--- src/verilog/scuim_pkg.sv ---
`default_nettype none
package scuim_pkg;
    // Divider field sits in bits 15..9 of the channel data high byte
    localparam int DIV_MSB = 15;
    localparam int DIV_LSB = 9;
    localparam int DIV_W = DIV_MSB - DIV_LSB + 1;
    // Frame layout
    localparam int START_BITS = 1;
    localparam int DATA_BITS = 8;
    localparam int ACK_BIT = 8; // Index of the extra ack bit period
    // Receive buffer
    localparam int FIFO_DEPTH = 8;
    // Channel numbering
    localparam int CHANNEL_COUNT = 2;
    localparam int TWO_WIRE_CHANNEL = 0;
    // Positions in the flag clear trigger
    localparam int CLR_W = 3;
    localparam int CLR_OVF = 0;
    localparam int CLR_PEF = 1;
    localparam int CLR_FEF = 2;
    // Channel sequencer states
    typedef enum logic [2:0] {
        ST_IDLE = 3'h1,
        ST_URX = 3'h2,
        ST_IIC = 3'h4
    } scuim_state_t;
endpackage
`default_nettype wire

--- src/verilog/scuim_fifo.sv ---
`timescale 1ns/10ps
`default_nettype none
module scuim_fifo #(
    parameter int WIDTH = 8, // Word width
    parameter int DEPTH = 8 // Words in the array
) (
    input wire logic clk, // Clock
    input wire logic rst_b, // Synchronous reset, active low
    input wire logic in_valid, // Word offered
    output logic in_ready, // Room for a word
    input wire logic [WIDTH-1:0] in_data, // Word in
    output logic out_valid, // Head word waiting
    input wire logic out_ready, // Head word taken
    output logic [WIDTH-1:0] out_data // Head word, registered
);
    localparam int AW = (DEPTH > 1) ? $clog2(DEPTH) : 1;

    if (DEPTH < 2 || WIDTH < 1) begin : g_bad_size
        $error("scuim_fifo needs DEPTH of 2 or more");
    end

    typedef struct packed {
        logic [DEPTH-1:0][WIDTH-1:0] mem;
        logic [AW-1:0] wp;
        logic [AW-1:0] rp;
        logic [AW:0] cnt;
        logic ov;
        logic [WIDTH-1:0] od;
    } scuim_fifo_regs_t;

    scuim_fifo_regs_t f_reg;
    scuim_fifo_regs_t f_next;
    logic push;
    logic load;

    ////////////////////////////////////////////////////////////////////////
    // Array plus an output register so read data come from a flop
    assign in_ready = (f_reg.cnt != (AW+1)'(DEPTH));
    assign out_valid = f_reg.ov;
    assign out_data = f_reg.od;
    assign push = in_valid && in_ready;
    assign load = (f_reg.cnt != '0) && (!f_reg.ov || out_ready);

    always_comb begin
        f_next = f_reg;
        if (out_ready && f_reg.ov) begin
            f_next.ov = 1'b0;
        end
        if (load) begin
            f_next.od = f_reg.mem[f_reg.rp];
            f_next.ov = 1'b1;
            f_next.rp = (f_reg.rp == AW'(DEPTH - 1)) ? '0 : f_reg.rp + 1'b1;
        end
        if (push) begin
            f_next.mem[f_reg.wp] = in_data;
            f_next.wp = (f_reg.wp == AW'(DEPTH - 1)) ? '0 : f_reg.wp + 1'b1;
        end
        f_next.cnt = f_reg.cnt + {{AW{1'b0}}, push} - {{AW{1'b0}}, load};
    end

    // State register
    always_ff @(posedge clk) begin
        if (!rst_b) begin
            f_reg <= '0;
        end else begin
            f_reg <= f_next;
        end
    end

    ////////////////////////////////////////////////////////////////////////
    // Taking the last word drops the full flag at once
    a_read_clears_full: assert property (@(posedge clk) disable iff (!rst_b)
        out_valid && out_ready && f_reg.cnt == '0 && !in_valid |=> !out_valid)
        else $error("head flag stayed after last word read");
    a_no_overfill: assert property (@(posedge clk) disable iff (!rst_b)
        f_reg.cnt <= (AW+1)'(DEPTH))
        else $error("fifo count above depth");
endmodule
`default_nettype wire

--- src/verilog/scuim_top.sv ---
`timescale 1ns/10ps
`default_nettype none
module scuim_top
    import scuim_pkg::*;
#(
    parameter int CHANNEL = 0, // Channel number within the unit
    parameter int FIFO_WORDS = FIFO_DEPTH // Receive buffer depth
) (
    input wire logic clk, // 50 MHz operation clock
    input wire logic rst_b, // Synchronous reset, active low
    input wire logic mode_two_wire, // 1: two-wire master, 0: async rx
    input wire logic [DIV_W-1:0] baud_divider_field, // Divider value
    input wire logic parity_en, // Async frame carries parity
    input wire logic parity_odd, // Odd parity when set
    input wire logic two_stop, // Async frame has two stop bits
    input wire logic channel_start_bit, // Start pulse
    input wire logic channel_stop_bit, // Stop pulse
    input wire logic clear_write, // Strobe for the clear trigger
    input wire logic [CLR_W-1:0] flag_clear_trigger, // Ones clear flags
    input wire logic data_read, // Strobe: received byte read
    input wire logic rx_pin, // Async serial input pin
    input wire logic tx_start, // Starts one two-wire frame
    input wire logic tx_receive, // Frame receives a byte
    input wire logic [DATA_BITS-1:0] tx_data, // Byte to send
    input wire logic data_output_enable_bit, // Data output enable
    input wire logic sw_clock_level, // Clock level outside frames
    input wire logic sw_data_level, // Data level outside frames
    input wire logic two_wire_data_pin_in, // Data pin level
    output logic channel_enabled_flag, // Channel running
    output logic rx_buffer_full_flag, // Received byte waiting
    output logic [DATA_BITS-1:0] rx_data, // Oldest received byte
    output logic parity_ack_error_flag, // Parity or missing ack
    output logic overrun_flag, // Byte lost to a full buffer
    output logic framing_flag, // Stop bit seen low
    output logic channel_busy, // Frame in progress
    output logic two_wire_transfer_end_irq, // One pulse per frame
    output logic two_wire_clock_pin_out, // Clock pin level when driven
    output logic two_wire_clock_pin_oe, // Clock pin pulled low
    output logic two_wire_data_pin_out, // Data pin level when driven
    output logic two_wire_data_pin_oe // Data pin pulled low
);
    localparam bit TW_OK = (CHANNEL == TWO_WIRE_CHANNEL);

    if (CHANNEL < 0 || CHANNEL >= CHANNEL_COUNT || FIFO_WORDS < 2) begin
        : g_bad_cfg
        $error("scuim_top channel or buffer depth out of range");
    end

    typedef struct packed {
        scuim_state_t st;
        logic en;
        logic [1:0] rx_sync;
        logic [1:0] sda_sync;
        logic rx_prev;
        logic [DIV_W-1:0] cnt;
        logic half;
        logic [3:0] bitn;
        logic [DATA_BITS-1:0] sh;
        logic par;
        logic rx_dir;
        logic pin_lvl;
        logic scl_oe;
        logic sda_oe;
        logic irq;
        logic pef;
        logic ovf;
        logic fef;
        logic push;
        logic busy;
    } scuim_regs_t;

    localparam scuim_regs_t S_RESET = '{st: ST_IDLE, default: '0};

    scuim_regs_t s_reg;
    scuim_regs_t s_next;
    logic fifo_ready;
    logic tick;
    logic rxb;
    logic sdab;
    logic start_acc;
    logic stop_smp;
    logic tx_msb;
    logic [3:0] frame_len;
    logic [3:0] first_stop;

    ////////////////////////////////////////////////////////////////////////
    // Frame shape and shared timing terms
    assign frame_len = 4'(START_BITS + DATA_BITS) + {3'h0, parity_en}
        + {3'h0, two_stop} + 4'h1;
    assign first_stop = 4'(START_BITS + DATA_BITS) + {3'h0, parity_en};
    assign tick = (s_reg.cnt == '0);
    assign rxb = s_reg.rx_sync[1];
    assign sdab = s_reg.sda_sync[1];
    assign tx_msb = tx_data[DATA_BITS-1];
    // Master only: a frame starts solely on our own request
    assign start_acc = (s_reg.st == ST_IDLE) && s_reg.en && mode_two_wire
        && TW_OK && tx_start && !channel_stop_bit;
    assign stop_smp = (s_reg.st == ST_URX) && tick && !s_reg.half
        && (s_reg.bitn >= first_stop);

    ////////////////////////////////////////////////////////////////////////
    // Next-state logic
    always_comb begin
        s_next = s_reg;
        s_next.irq = 1'b0;
        s_next.push = 1'b0;
        s_next.pin_lvl = 1'b0;
        // Pins pass two flops before anything reads them
        s_next.rx_sync = {s_reg.rx_sync[0], rx_pin};
        s_next.sda_sync = {s_reg.sda_sync[0], two_wire_data_pin_in};
        s_next.rx_prev = rxb;
        // Clears first so that a same-cycle set below wins
        if (clear_write) begin
            if (flag_clear_trigger[CLR_OVF]) s_next.ovf = 1'b0;
            if (flag_clear_trigger[CLR_PEF]) s_next.pef = 1'b0;
            if (flag_clear_trigger[CLR_FEF]) s_next.fef = 1'b0;
        end
        // Half-bit timer: divider plus one cycles per half
        if (s_reg.st != ST_IDLE) begin
            s_next.cnt = tick ? baud_divider_field : s_reg.cnt - 1'b1;
        end
        unique case (s_reg.st)
            ST_IDLE: begin
                if (mode_two_wire && TW_OK) begin
                    // Software shapes start and stop
                    s_next.scl_oe = !sw_clock_level;
                    s_next.sda_oe = !sw_data_level && data_output_enable_bit;
                end else begin
                    s_next.scl_oe = 1'b0;
                    s_next.sda_oe = 1'b0;
                end
                if (start_acc) begin
                    s_next.st = ST_IIC;
                    s_next.cnt = baud_divider_field;
                    s_next.half = 1'b0;
                    s_next.bitn = '0;
                    s_next.sh = tx_data;
                    s_next.rx_dir = tx_receive;
                    s_next.scl_oe = 1'b1;
                end else if (s_reg.en && !mode_two_wire && s_reg.rx_prev
                    && !rxb) begin
                    // Falling edge: first latch is half a bit away
                    s_next.st = ST_URX;
                    s_next.cnt = baud_divider_field;
                    s_next.half = 1'b0;
                    s_next.bitn = '0;
                    s_next.par = 1'b0;
                end
            end
            ST_URX: begin
                if (tick) begin
                    s_next.half = !s_reg.half;
                end
                // Latch point every two halves
                if (tick && !s_reg.half) begin
                    s_next.bitn = s_reg.bitn + 1'b1;
                    if (s_reg.bitn == '0) begin
                        if (rxb) begin
                            s_next.st = ST_IDLE; // Glitch, not a start
                        end
                    end else if (s_reg.bitn <= 4'(DATA_BITS)) begin
                        s_next.sh = {rxb, s_reg.sh[DATA_BITS-1:1]};
                        s_next.par = s_reg.par ^ rxb;
                    end else if (s_reg.bitn < first_stop) begin
                        if ((s_reg.par ^ rxb) != parity_odd) begin
                            s_next.pef = 1'b1;
                        end
                    end else begin
                        // Stop high at its latch point is a good frame
                        if (!rxb) begin
                            s_next.fef = 1'b1;
                        end
                        if (s_reg.bitn == frame_len - 4'h1) begin
                            s_next.st = ST_IDLE;
                            s_next.push = fifo_ready;
                            s_next.ovf = s_next.ovf || !fifo_ready;
                        end
                    end
                end
            end
            ST_IIC: begin
                // Drive low only for a zero bit or our own ack
                if (s_reg.bitn == 4'(ACK_BIT)) begin
                    s_next.sda_oe = s_reg.rx_dir && data_output_enable_bit;
                end else begin
                    s_next.sda_oe = !s_reg.rx_dir && !s_reg.sh[DATA_BITS-1]
                        && data_output_enable_bit;
                end
                if (tick) begin
                    s_next.half = !s_reg.half;
                    // Clock is released blind; no stretch wait
                    s_next.scl_oe = s_reg.half;
                    if (s_reg.half) begin
                        if (s_reg.bitn != 4'(ACK_BIT)) begin
                            s_next.sh = {s_reg.sh[DATA_BITS-2:0],
                                s_reg.rx_dir && sdab};
                            s_next.bitn = s_reg.bitn + 1'b1;
                        end else begin
                            // Ack period over: end the frame
                            if (!s_reg.rx_dir && sdab) begin
                                s_next.pef = 1'b1;
                            end
                            if (s_reg.rx_dir) begin
                                s_next.push = fifo_ready;
                                s_next.ovf = s_next.ovf || !fifo_ready;
                            end
                            s_next.irq = 1'b1;
                            s_next.st = ST_IDLE;
                            s_next.scl_oe = !sw_clock_level;
                        end
                    end
                end
            end
        endcase
        // Start then stop so that stop wins a tie
        if (channel_start_bit) begin
            s_next.en = 1'b1;
        end
        if (channel_stop_bit) begin
            s_next.en = 1'b0;
            s_next.st = ST_IDLE;
        end
        s_next.busy = (s_next.st != ST_IDLE);
    end

    // State register
    always_ff @(posedge clk) begin
        if (!rst_b) begin
            s_reg <= S_RESET;
        end else begin
            s_reg <= s_next;
        end
    end

    ////////////////////////////////////////////////////////////////////////
    // Receive buffer; the read strobe pops it
    scuim_fifo #(
        .WIDTH(DATA_BITS),
        .DEPTH(FIFO_WORDS)
    ) u_rx_fifo (
        .clk(clk),
        .rst_b(rst_b),
        .in_valid(s_reg.push),
        .in_ready(fifo_ready),
        .in_data(s_reg.sh),
        .out_valid(rx_buffer_full_flag),
        .out_ready(data_read),
        .out_data(rx_data)
    );

    // Outputs straight from the state flops
    assign channel_enabled_flag = s_reg.en;
    assign parity_ack_error_flag = s_reg.pef;
    assign overrun_flag = s_reg.ovf;
    assign framing_flag = s_reg.fef;
    assign channel_busy = s_reg.busy;
    assign two_wire_transfer_end_irq = s_reg.irq;
    assign two_wire_clock_pin_out = s_reg.pin_lvl;
    assign two_wire_clock_pin_oe = s_reg.scl_oe;
    assign two_wire_data_pin_out = s_reg.pin_lvl;
    assign two_wire_data_pin_oe = s_reg.sda_oe;

    ////////////////////////////////////////////////////////////////////////
    // Checks
    a_stop_halts: assert property (@(posedge clk) disable iff (!rst_b)
        channel_stop_bit |=> !channel_enabled_flag && !channel_busy)
        else $error("stop pulse did not halt channel");
    a_start_enables: assert property (@(posedge clk) disable iff (!rst_b)
        channel_start_bit && !channel_stop_bit |=> channel_enabled_flag)
        else $error("start pulse did not enable channel");
    a_flag_sticky: assert property (@(posedge clk) disable iff (!rst_b)
        parity_ack_error_flag && !(clear_write && flag_clear_trigger[CLR_PEF])
        |=> parity_ack_error_flag)
        else $error("ack error flag dropped without clear");
    a_flag_clears: assert property (@(posedge clk) disable iff (!rst_b)
        clear_write && flag_clear_trigger[CLR_FEF] && !stop_smp
        |=> !framing_flag)
        else $error("framing flag not cleared");
    a_stop_frame: assert property (@(posedge clk) disable iff (!rst_b)
        stop_smp && !rxb |=> framing_flag)
        else $error("low stop bit not flagged");
    a_div_reload: assert property (@(posedge clk) disable iff (!rst_b)
        s_reg.st == ST_URX && tick && !channel_stop_bit
        |=> s_reg.cnt == $past(baud_divider_field))
        else $error("bit timer not reloaded from divider");
    a_msb_first: assert property (@(posedge clk) disable iff (!rst_b)
        start_acc && !tx_receive ##1 !channel_stop_bit
        |=> two_wire_data_pin_oe == (!$past(tx_msb, 2)
            && $past(data_output_enable_bit)))
        else $error("first data bit is not the byte MSB");
    a_nack_flags: assert property (@(posedge clk) disable iff (!rst_b)
        s_reg.st == ST_IIC && !s_reg.rx_dir && s_reg.bitn == 4'(ACK_BIT)
        && s_reg.half && tick && sdab |=> parity_ack_error_flag)
        else $error("missing ack not flagged");
    a_no_ack_drive: assert property (@(posedge clk) disable iff (!rst_b)
        s_reg.st == ST_IIC && s_reg.rx_dir && s_reg.bitn == 4'(ACK_BIT)
        && !data_output_enable_bit |=> !two_wire_data_pin_oe)
        else $error("ack driven with output disabled");
    a_end_pulse: assert property (@(posedge clk) disable iff (!rst_b)
        two_wire_transfer_end_irq |-> $past(s_reg.st == ST_IIC)
        && $past(s_reg.bitn == 4'(ACK_BIT)) ##1 !two_wire_transfer_end_irq)
        else $error("transfer end not a single pulse after ack");
    a_clock_paced: assert property (@(posedge clk) disable iff (!rst_b)
        $past(s_reg.st == ST_IIC) && s_reg.st == ST_IIC
        && $changed(two_wire_clock_pin_oe) |-> $past(tick))
        else $error("clock edge off the divider pace");
endmodule
`default_nettype wire

--- config.mk ---
export PLATFORM = sky130hd
export DESIGN_NAME = scuim_top
export DESIGN_NICKNAME = d
export VERILOG_FILES = /design/src/verilog/scuim_pkg.sv /design/src/verilog/scuim_fifo.sv /design/src/verilog/scuim_top.sv
export SDC_FILE = /design/constraint.sdc
export NUM_CORES = 1
export LEC_CHECK = 0
export BUFFER_PORTS_ARGS = -buffer_cell sky130_fd_sc_hd__buf_2
export CAP_MARGIN = 10
export CORE_MARGIN = 4
export CORE_UTILIZATION = 30
export DETAILED_ROUTE_END_ITERATION = 16
export PLACE_DENSITY = 0.49
export SKIP_CTS_REPAIR_TIMING = 1
export SYNTH_ARGS = -nofsm -noshare
export SYNTH_HDL_FRONTEND = slang
export SYNTH_SLANG_ARGS = --single-unit
export TNS_END_PERCENT = 20
--- constraint.sdc ---
create_clock -name clk -period 2.5 [get_ports clk]
set_input_delay 0.5 -clock clk [delete_from_list [all_inputs] [get_ports clk]]
set_output_delay 0.5 -clock clk [all_outputs]
set_load 0.02 [all_outputs]
==> results of run 1 <==
==> layer usage <==
metal  wire length [µm]  global-route usage (%)
met5                 20                       0
met2               7280                    21.5
met4                125                    3.72
met3                496                    3.44
met1               7100                    17.0
==> worst max-delay path, stage by stage, from the launching register on <==
cell and delay [ns]:
dfxtp_1 0.30, inv_1 0.10, ha_1 0.18, or3b_2 0.47, nand2_2 0.14, clkinvlp_4 0.18, ha_1 0.26, a21o_1 0.16
a21oi_1 0.18, xor2_1 0.08, and2_1 0.16
==> synthesized netlist by cell type (4+ instances only) <==
| cell type | count | area (µm²) |
|---|---|---|
| a21boi_0 | 6 | 45.0 |
| a21boi_1 | 8 | 60.1 |
| a21oi_1 | 11 | 55.1 |
| a22oi_1 | 7 | 52.6 |
| a2bb2oi_1 | 7 | 61.3 |
| and2_1 | 9 | 56.3 |
| and3_1 | 5 | 31.3 |
| buf_2 | 7 | 35.0 |
| buf_4 | 11 | 82.6 |
| clkbuf_1 | 40 | 150 |
| dfxtp_1 | 122 | 2440 |
| ha_1 | 16 | 200 |
| inv_1 | 19 | 71.3 |
| mux2i_1 | 76 | 761 |
| mux4_2 | 16 | 360 |
| nand2_1 | 37 | 139 |
| nand3_1 | 12 | 60.1 |
| nand3b_1 | 4 | 30.0 |
| nand4_1 | 5 | 31.3 |
| nand4b_1 | 4 | 35.0 |
| nor2_1 | 16 | 60.1 |
| nor2b_1 | 79 | 494 |
| nor3_1 | 8 | 40.0 |
| o211a_1 | 8 | 80.1 |
| o211ai_1 | 5 | 37.5 |
| o21ai_0 | 17 | 85.1 |
| or3_1 | 10 | 62.6 |
| xnor2_1 | 6 | 52.6 |
| xor2_1 | 5 | 43.8 |
==> worst paths after layout <==
| check | startpoint | endpoint | slack, ns | depth (start not counted) |
|---|---|---|---|---|
| setup / recovery | u_rx_fifo.f_reg[11]$_SDFF_PN0_ | u_rx_fifo.f_reg[12]$_SDFF_PN0_ | 0.18 | 10 |
| hold reg to reg | s_next[33]$_SDFF_PN0_ | s_reg[33]$_SDFF_PN0_ | 0.43 | 1 |
| setup reg to reg | u_rx_fifo.f_reg[11]$_SDFF_PN0_ | u_rx_fifo.f_reg[12]$_SDFF_PN0_ | 0.18 | 10 |
| hold / removal | rx_pin | s_next[35]$_SDFF_PN0_ | 0.29 | 2 |
==> cells by family (layout without fill, tap and decap cells) <==
logic type / count (synthesis) / after routing
other: 1 / 2
buffers and inverters: 84 / 128
flip-flops: 122 / 122
XOR/XNOR: 11 / 11
AO/OA/AOI/OAI: 97 / 97
multiplexers: 92 / 92
adder cells (fa/ha/maj): 17 / 17
AND/OR/NAND/NOR: 213 / 213
==> layout make-up <==
cell class / instances / area [µm²]
Fill cell: 2058 / 12900
Multi-Input combinational cell: 432 / 3420
Sequential cell: 122 / 2440
Timing Repair Buffer: 76 / 455
Clock buffer: 18 / 439
Tap cell: 270 / 338
Clock inverter: 14 / 184
Inverter: 20 / 78.8
==> power by group through the flow <==
| stage | clock network [mW] | logic (mW) | registers, mW |
|---|---|---|---|
| 2_1_floorplan | 0 | 0.863 | 2.16 |
| 3_3_place_gp | 0 | 1.06 | 2.18 |
| 3_5_place_dp | 0 | 1.08 | 2.18 |
| 4_1_cts | 2.64 | 1.10 | 2.14 |
| 5_1_grt | 2.74 | 1.20 | 2.15 |
| 6_report | 2.57 | 1.07 | 2.14 |
==> flow_summary.ini, run 1 <==
[pwr]
power_density_mw_per_mm2 = 786
combPwrFrac_pct = 18.6
internal_power_mw = 4.15
p_sw_share_pct = 28.2
net-switching-power_mw = 1.63
p_clk_share_pct = 44.5
leakagePower_nw = 3.05
vdd_drop_max_mv = 0.476
seqPwrFrac_pct = 37.0
power.total_mw = 5.78

[yosys]
synthFlopType = dfxtp_1
synth_edf_count = 0
synth_simple_gate_area_share_pct = 20.0
ys_types = 71
synth_cells = 637
yosysSeqAreaShare_pct = 39.2
synthMuxAreaShare_pct = 18.0
synth_xor_area_share_pct = 1.55
synth_compound_area_share_pct = 11.4
synth_fa_ha_area_share_pct = 3.54
synth_warnings = 0
syn_area_mm2 = 0.00623
syn_area_per_cell_um2 = 9.78
ys_async_sr_fraction_pct = 0
yosys_register_bits = 122
synth_top_family_by_area = simple AND/OR/NAND/NOR gates

[setup_path]
crit_arrival_ns = 2.62
cp-end-kind = register
cp-start-kind = register
cp_max_fo = 8
critPathKind = register to register
worstPathRequired_ns = 2.81

[timing]
finalHoldViolations = 0
holdWs_ns = 0.289
setup_slack_ns = 0.181
fin_crit_sh_pct = 92.8
setup_violations = 0
tightest_slew_ns = 1.17
timing.fmax_mhz = 431
rsz0062_at_grt = no
setup_tns_ns = 0
slew_viol_final = 0
fin_worst_skew_ns = 0.00822
fin_crit_ns = 2.32
relSlewSlack_pct = 21.8

[run_status]
status = complete, no violations

[clocking]
clkTransAtPathRegs_ns = 0.06
clock_latency_ns = 0.42
cts_tree = done
htree_levels = 4
clockRootBuffer = clkbuf_16
clockBufferDepth = 2
cts_buffers = 17
cts.sinks = 122

[global_route]
antenna_found_initial = 1
grt_pass1_vias = 4686
grt_first_pass_wirelength_um = 24600
gr-total-overflow = 0
grt_use_total_pct = 13.1
grt_max_degree = 65

[floorplanning]
die_area_mm2 = 0.0231
coreArea_mm2 = 0.0203
rows = 52
die_w_um = 152
dieHeight_um = 152
initial_core_util_pct = 30.7
pin_count = 54

[cells_and_area]
layout-drive-gt1-share_pct = 20.7
largest_reg_flops = 74
most-common-layout-cells = dfxtp_1 (122), nor2b_1 (79), mux2i_1 (76)
final_common_cell = dfxtp_1
final_util_pct = 36.3
areaGrowthSynthToFinish_pct = 18.2
instances_no_fill = 952
fin_nets = 721
diodes = 0
postLayoutCellArea_mm2 = 0.00736

[drt]
ant_nets = 0
drc = 0
first_iter_violations = 261
dr.pass1.iters = 4
wl_um = 15000
viasPerCell = 4.91
num_vias = 4671
wl_per_cell_um = 15.8

[placement]
portBuffers = 51
gp_congestion = 0.829
dp_cells = 920
placed_area_mm2 = 0.00673
place_ws_ns = 0.102
dp_hpwl_um = 10500

[job]
maxCapViolCount = 0

[worst_hold_path]
hold_class = input pin to register
No activity file was read; power rests on OpenSTA's default activity.
==> run 2, diff against run 1 <==
Settings changed: CORE_UTILIZATION 30 to 50, PLACE_DENSITY 0.49 to 0.72.
==> flow_summary.ini, run 2 (same netlist as run 1, synthesis figures left out) <==
[run_status]
status = complete, no violations

[setup_path]
cp-end-kind = register
crit_arrival_ns = 2.62
cp_top_family = compound AO/OA/AOI/OAI gates
cpPeakStageDelay_ns = 0.62
cp_max_fo = 6
worstPathRequired_ns = 2.82
cp-start-kind = register
critPathKind = register to register
crit_buf_inv = 2
slowest_stage = o21ai_0
worstPathCellList = inv_1 -> ha_1 -> or3b_1 -> buf_4 -> o21ai_0 -> nand2_1 -> o22ai_1 -> nor2_1

[timing]
setup_tns_ns = 0
setup_slack_ns = 0.200
relSlewSlack_pct = 43.9
fin_crit_sh_pct = 92.0
fin_crit_ns = 2.30
slew_viol_final = 0
fin_worst_skew_ns = 0.00458
holdWs_ns = 0.275
finalHoldViolations = 0
setup_violations = 0
timing.fmax_mhz = 435
rsz0062_at_grt = no
tightest_slew_ns = 0.838

[global_route]
gr-total-overflow = 0
grt_first_pass_wirelength_um = 23200
antenna_found_initial = 0
grt_pass1_vias = 4781
grt_max_degree = 121
grt_use_total_pct = 20.3

[pwr]
vdd_drop_max_mv = 0.519
power_density_mw_per_mm2 = 773
leakagePower_nw = 3.01

[drt]
wl_met1_um = 6290
dr.pass1.iters = 4
first_iter_violations = 265
ant_nets = 0
num_vias = 4690
met3_length_um = 698
drc = 0
top_layer_used = met4
viasPerCell = 5.53
wl_per_cell_um = 16.3
wl_met2_um = 6540
wl_um = 13800

[clocking]
clkTransAtPathRegs_ns = 0.05
htree_levels = 4
cts_tree = done
cts.sinks = 122
cts_buffers = 17
clockRootBuffer = clkbuf_16
clockBufferDepth = 2
clock_latency_ns = 0.43

[floorplanning]
rows = 40
initial_core_util_pct = 51.4
pin_count = 54
die_w_um = 120
coreArea_mm2 = 0.0121
die_area_mm2 = 0.0143
dieHeight_um = 120

[cells_and_area]
most-common-layout-cells = dfxtp_1 (122), nor2b_1 (79), mux2i_1 (76)
final_util_pct = 59.1
instances_no_fill = 848
fin_nets = 719
layout-drive-gt1-share_pct = 19.7
areaGrowthSynthToFinish_pct = 14.9
diodes = 0
final_common_cell = dfxtp_1
largest_reg_flops = 74

[placement]
gp_congestion = 0.887
portBuffers = 51
place_ws_ns = 0.274
dp_cells = 816
dp_hpwl_um = 9350

[job]
maxCapViolCount = 0

[worst_hold_path]
hold_class = input pin to register
run 2: cell count changes in the layout (fill, tap and decap cells not counted), sizes merged:
cell      change
clkinv        +2
buf           -2
clkinvlp      +2
bufinv        -2
inv           -7
clkbuf        +5
run 2: area by class of cell:
class	count	area, µm²
inverter	20	75.1
fill	1058	4950
timing repair buffer	74	440
clock inverter	9	90.1
sequential	122	2440
multi-input combinational	432	3410
tap	168	210
clock buffer	23	488
run 2: metrics by stage:
| step | area [µm²] | total power, mW |
|---|---|---|
| 3_5_place_dp | 6580 | 3.22 |
| 6_report | 7160 | 5.53 |
| 3_3_place_gp | 6580 | 3.19 |
| 5_1_grt | 7160 | 5.78 |
| 2_1_floorplan | 6230 | 3.03 |
| 4_1_cts | 7160 | 5.58 |
run 2: final timing paths:
kind	from	to	slack, ns	cells after the start
setup / recovery	s_reg[24]$_SDFF_PN0_	s_reg[28]$_SDFF_PN0_	0.20	8
hold / removal	rx_pin	s_next[35]$_SDFF_PN0_	0.28	2
setup reg to reg	s_reg[24]$_SDFF_PN0_	s_reg[28]$_SDFF_PN0_	0.20	8
hold reg to reg	s_next[35]$_SDFF_PN0_	rxb$_SDFF_PN0_	0.44	1
run 2: layer usage:
layer | track usage [%] | vias up
met3 | 6.31 | 27
li1 | - | 2295
met5 | 0 | -
met4 | 8.30 | 0
met2 | 32.6 | 105
met1 | 25.4 | 2263
run 2: power by group:
part / leakage (nW) / internal, mW / switching, mW / total (mW)
registers: 0.987 / 2.06 / 0.0779 / 2.14
logic: 1.76 / 0.466 / 0.569 / 1.04
clock network: 0.268 / 1.47 / 0.889 / 2.36
total: 3.01 / 4.00 / 1.54 / 5.53
==> run 3, diff against run 2 <==
Settings changed: GPL_TIMING_DRIVEN set to 0, MAX_ROUTING_LAYER set to met4, SLEW_MARGIN set to 30.
==> flow_summary.ini, run 3 (same netlist as run 1, synthesis figures left out) <==
[cells_and_area]
diodes = 0
final_common_cell = dfxtp_1
areaGrowthSynthToFinish_pct = 19.0
largest_reg_flops = 74
instances_no_fill = 890
most-common-layout-cells = dfxtp_1 (122), nor2b_1 (78), mux2i_1 (76)
fin_nets = 762
final_util_pct = 61.2
layout-drive-gt1-share_pct = 19.9

[timing]
fin_worst_skew_ns = 0.00446
relSlewSlack_pct = 49.5
slew_viol_final = 0
timing.fmax_mhz = 419
setup_tns_ns = 0
fin_crit_ns = 2.38
tightest_slew_ns = 0.749
setup_violations = 0
setup_slack_ns = 0.115
fin_crit_sh_pct = 95.4
finalHoldViolations = 0
rsz0062_at_grt = yes

[setup_path]
slowest_stage = or4_1
critPathMostFrequentCell = buf_6
crit_arrival_ns = 2.75
cp-end-kind = register
reg2reg_to = overrun_flag$_SDFF_PN0_
rr_startpoint = s_reg[24]$_SDFF_PN0_
cp-start-kind = register
worstSetupStartpoint = s_reg[24]$_SDFF_PN0_
cpPeakStageDelay_ns = 0.52
cp_max_fo = 7
reg2reg_depth = 9
worstPathCellList = inv_1 -> ha_1 -> or3b_1 -> buf_6 -> or2_1 -> buf_6 -> or4_1 -> o21ai_2 -> a41o_1
endpoint = overrun_flag$_SDFF_PN0_
critPathKind = register to register
worstPathRequired_ns = 2.86
reg2reg_slack_ns = 0.12

[floorplanning]
dieHeight_um = 120
pin_count = 54
rows = 40
coreArea_mm2 = 0.0121
die_area_mm2 = 0.0143
initial_core_util_pct = 51.4
die_w_um = 120

[clocking]
clkTransAtPathRegs_ns = 0.05
cts.sinks = 122
cts_tree = done
htree_levels = 4
clockBufferDepth = 2
clockRootBuffer = clkbuf_16
cts_buffers = 17
clock_latency_ns = 0.42

[drt]
viasPerCell = 5.57
wl_per_cell_um = 17.2
first_iter_violations = 374
wl_um = 15300
ant_nets = 0
dr.pass1.iters = 5
num_vias = 4960
drc = 0

[global_route]
grt_max_degree = 17
antenna_found_initial = 0
gr-total-overflow = 0
grt_pass1_vias = 5006
grt_first_pass_wirelength_um = 25500
grt_use_total_pct = 23.2

[pwr]
vdd_drop_max_mv = 0.504
power_density_mw_per_mm2 = 813
leakagePower_nw = 3.14
power.total_mw = 6.03

[placement]
dp_cells = 857
dp_hpwl_um = 10800
gp_congestion = 0.896
portBuffers = 51
place_ws_ns = -0.0670

[worst_hold_path]
hold_class = input pin to register

[job]
maxCapViolCount = 0

[run_status]
status = complete, no violations
==> run 3: how the worst min path moves through the flow <==
stage                                      from               endpoint  slack [ns]  depth (start not counted)
after CTS                  two_wire_data_pin_in  s_next[33]$_SDFF_PN0_        0.27                          2
final                      two_wire_data_pin_in  s_next[33]$_SDFF_PN0_        0.29                          2
after global routing       two_wire_data_pin_in  s_next[33]$_SDFF_PN0_        0.28                          2
after floorplan           s_next[35]$_SDFF_PN0_         rxb$_SDFF_PN0_        0.41                          1
after global placement    s_next[35]$_SDFF_PN0_         rxb$_SDFF_PN0_        0.42                          1
after detailed placement  s_next[33]$_SDFF_PN0_   s_reg[33]$_SDFF_PN0_        0.43                          1
==> run 3: area by class of cell <==
| class | instances | area (µm²) |
|---|---|---|
| clock inverter | 11 | 193 |
| buffer | 64 | 322 |
| inverter | 20 | 78.8 |
| timing repair buffer | 53 | 270 |
| multi-input combinational | 432 | 3430 |
| sequential | 122 | 2440 |
| clock buffer | 20 | 467 |
| fill | 1026 | 4700 |
| tap | 168 | 210 |
==> run 3: worst max-delay path, delay by kind of cell (launching register included) <==
| family | cells | cell delay, ns |
|---|---|---|
| adder cells (fa/ha/maj) | 1 | 0.18 |
| buffers and inverters | 3 | 0.35 |
| AO/OA/AOI/OAI | 2 | 0.35 |
| AND/OR/NAND/NOR | 3 | 1.12 |
| flip-flops | 1 | 0.33 |
==> run 3: per-layer routing <==
metal | wire length (µm) | part of all wire [%] | global-route usage (%)
met5 | 0 | 0 | -
met1 | 6910 | 45 | 29.1
met2 | 7410 | 48 | 36.9
met3 | 770 | 5.0 | 5.94
met4 | 251 | 1.6 | 7.16
==> run 3: stage by stage <==
stage,hold slack [ns],cell area [µm²]
5_1_grt,0.279,7410
6_report,0.287,7410
3_3_place_gp,0.424,6700
2_1_floorplan,0.412,6230
4_1_cts,0.271,7360
3_5_place_dp,0.428,6700
==> run 3: report_power, final <==
part	total, mW	switching (mW)	internal, mW
sequential	2.13	0.0636	2.06
clock	2.73	0.891	1.84
combinational	1.17	0.635	0.532
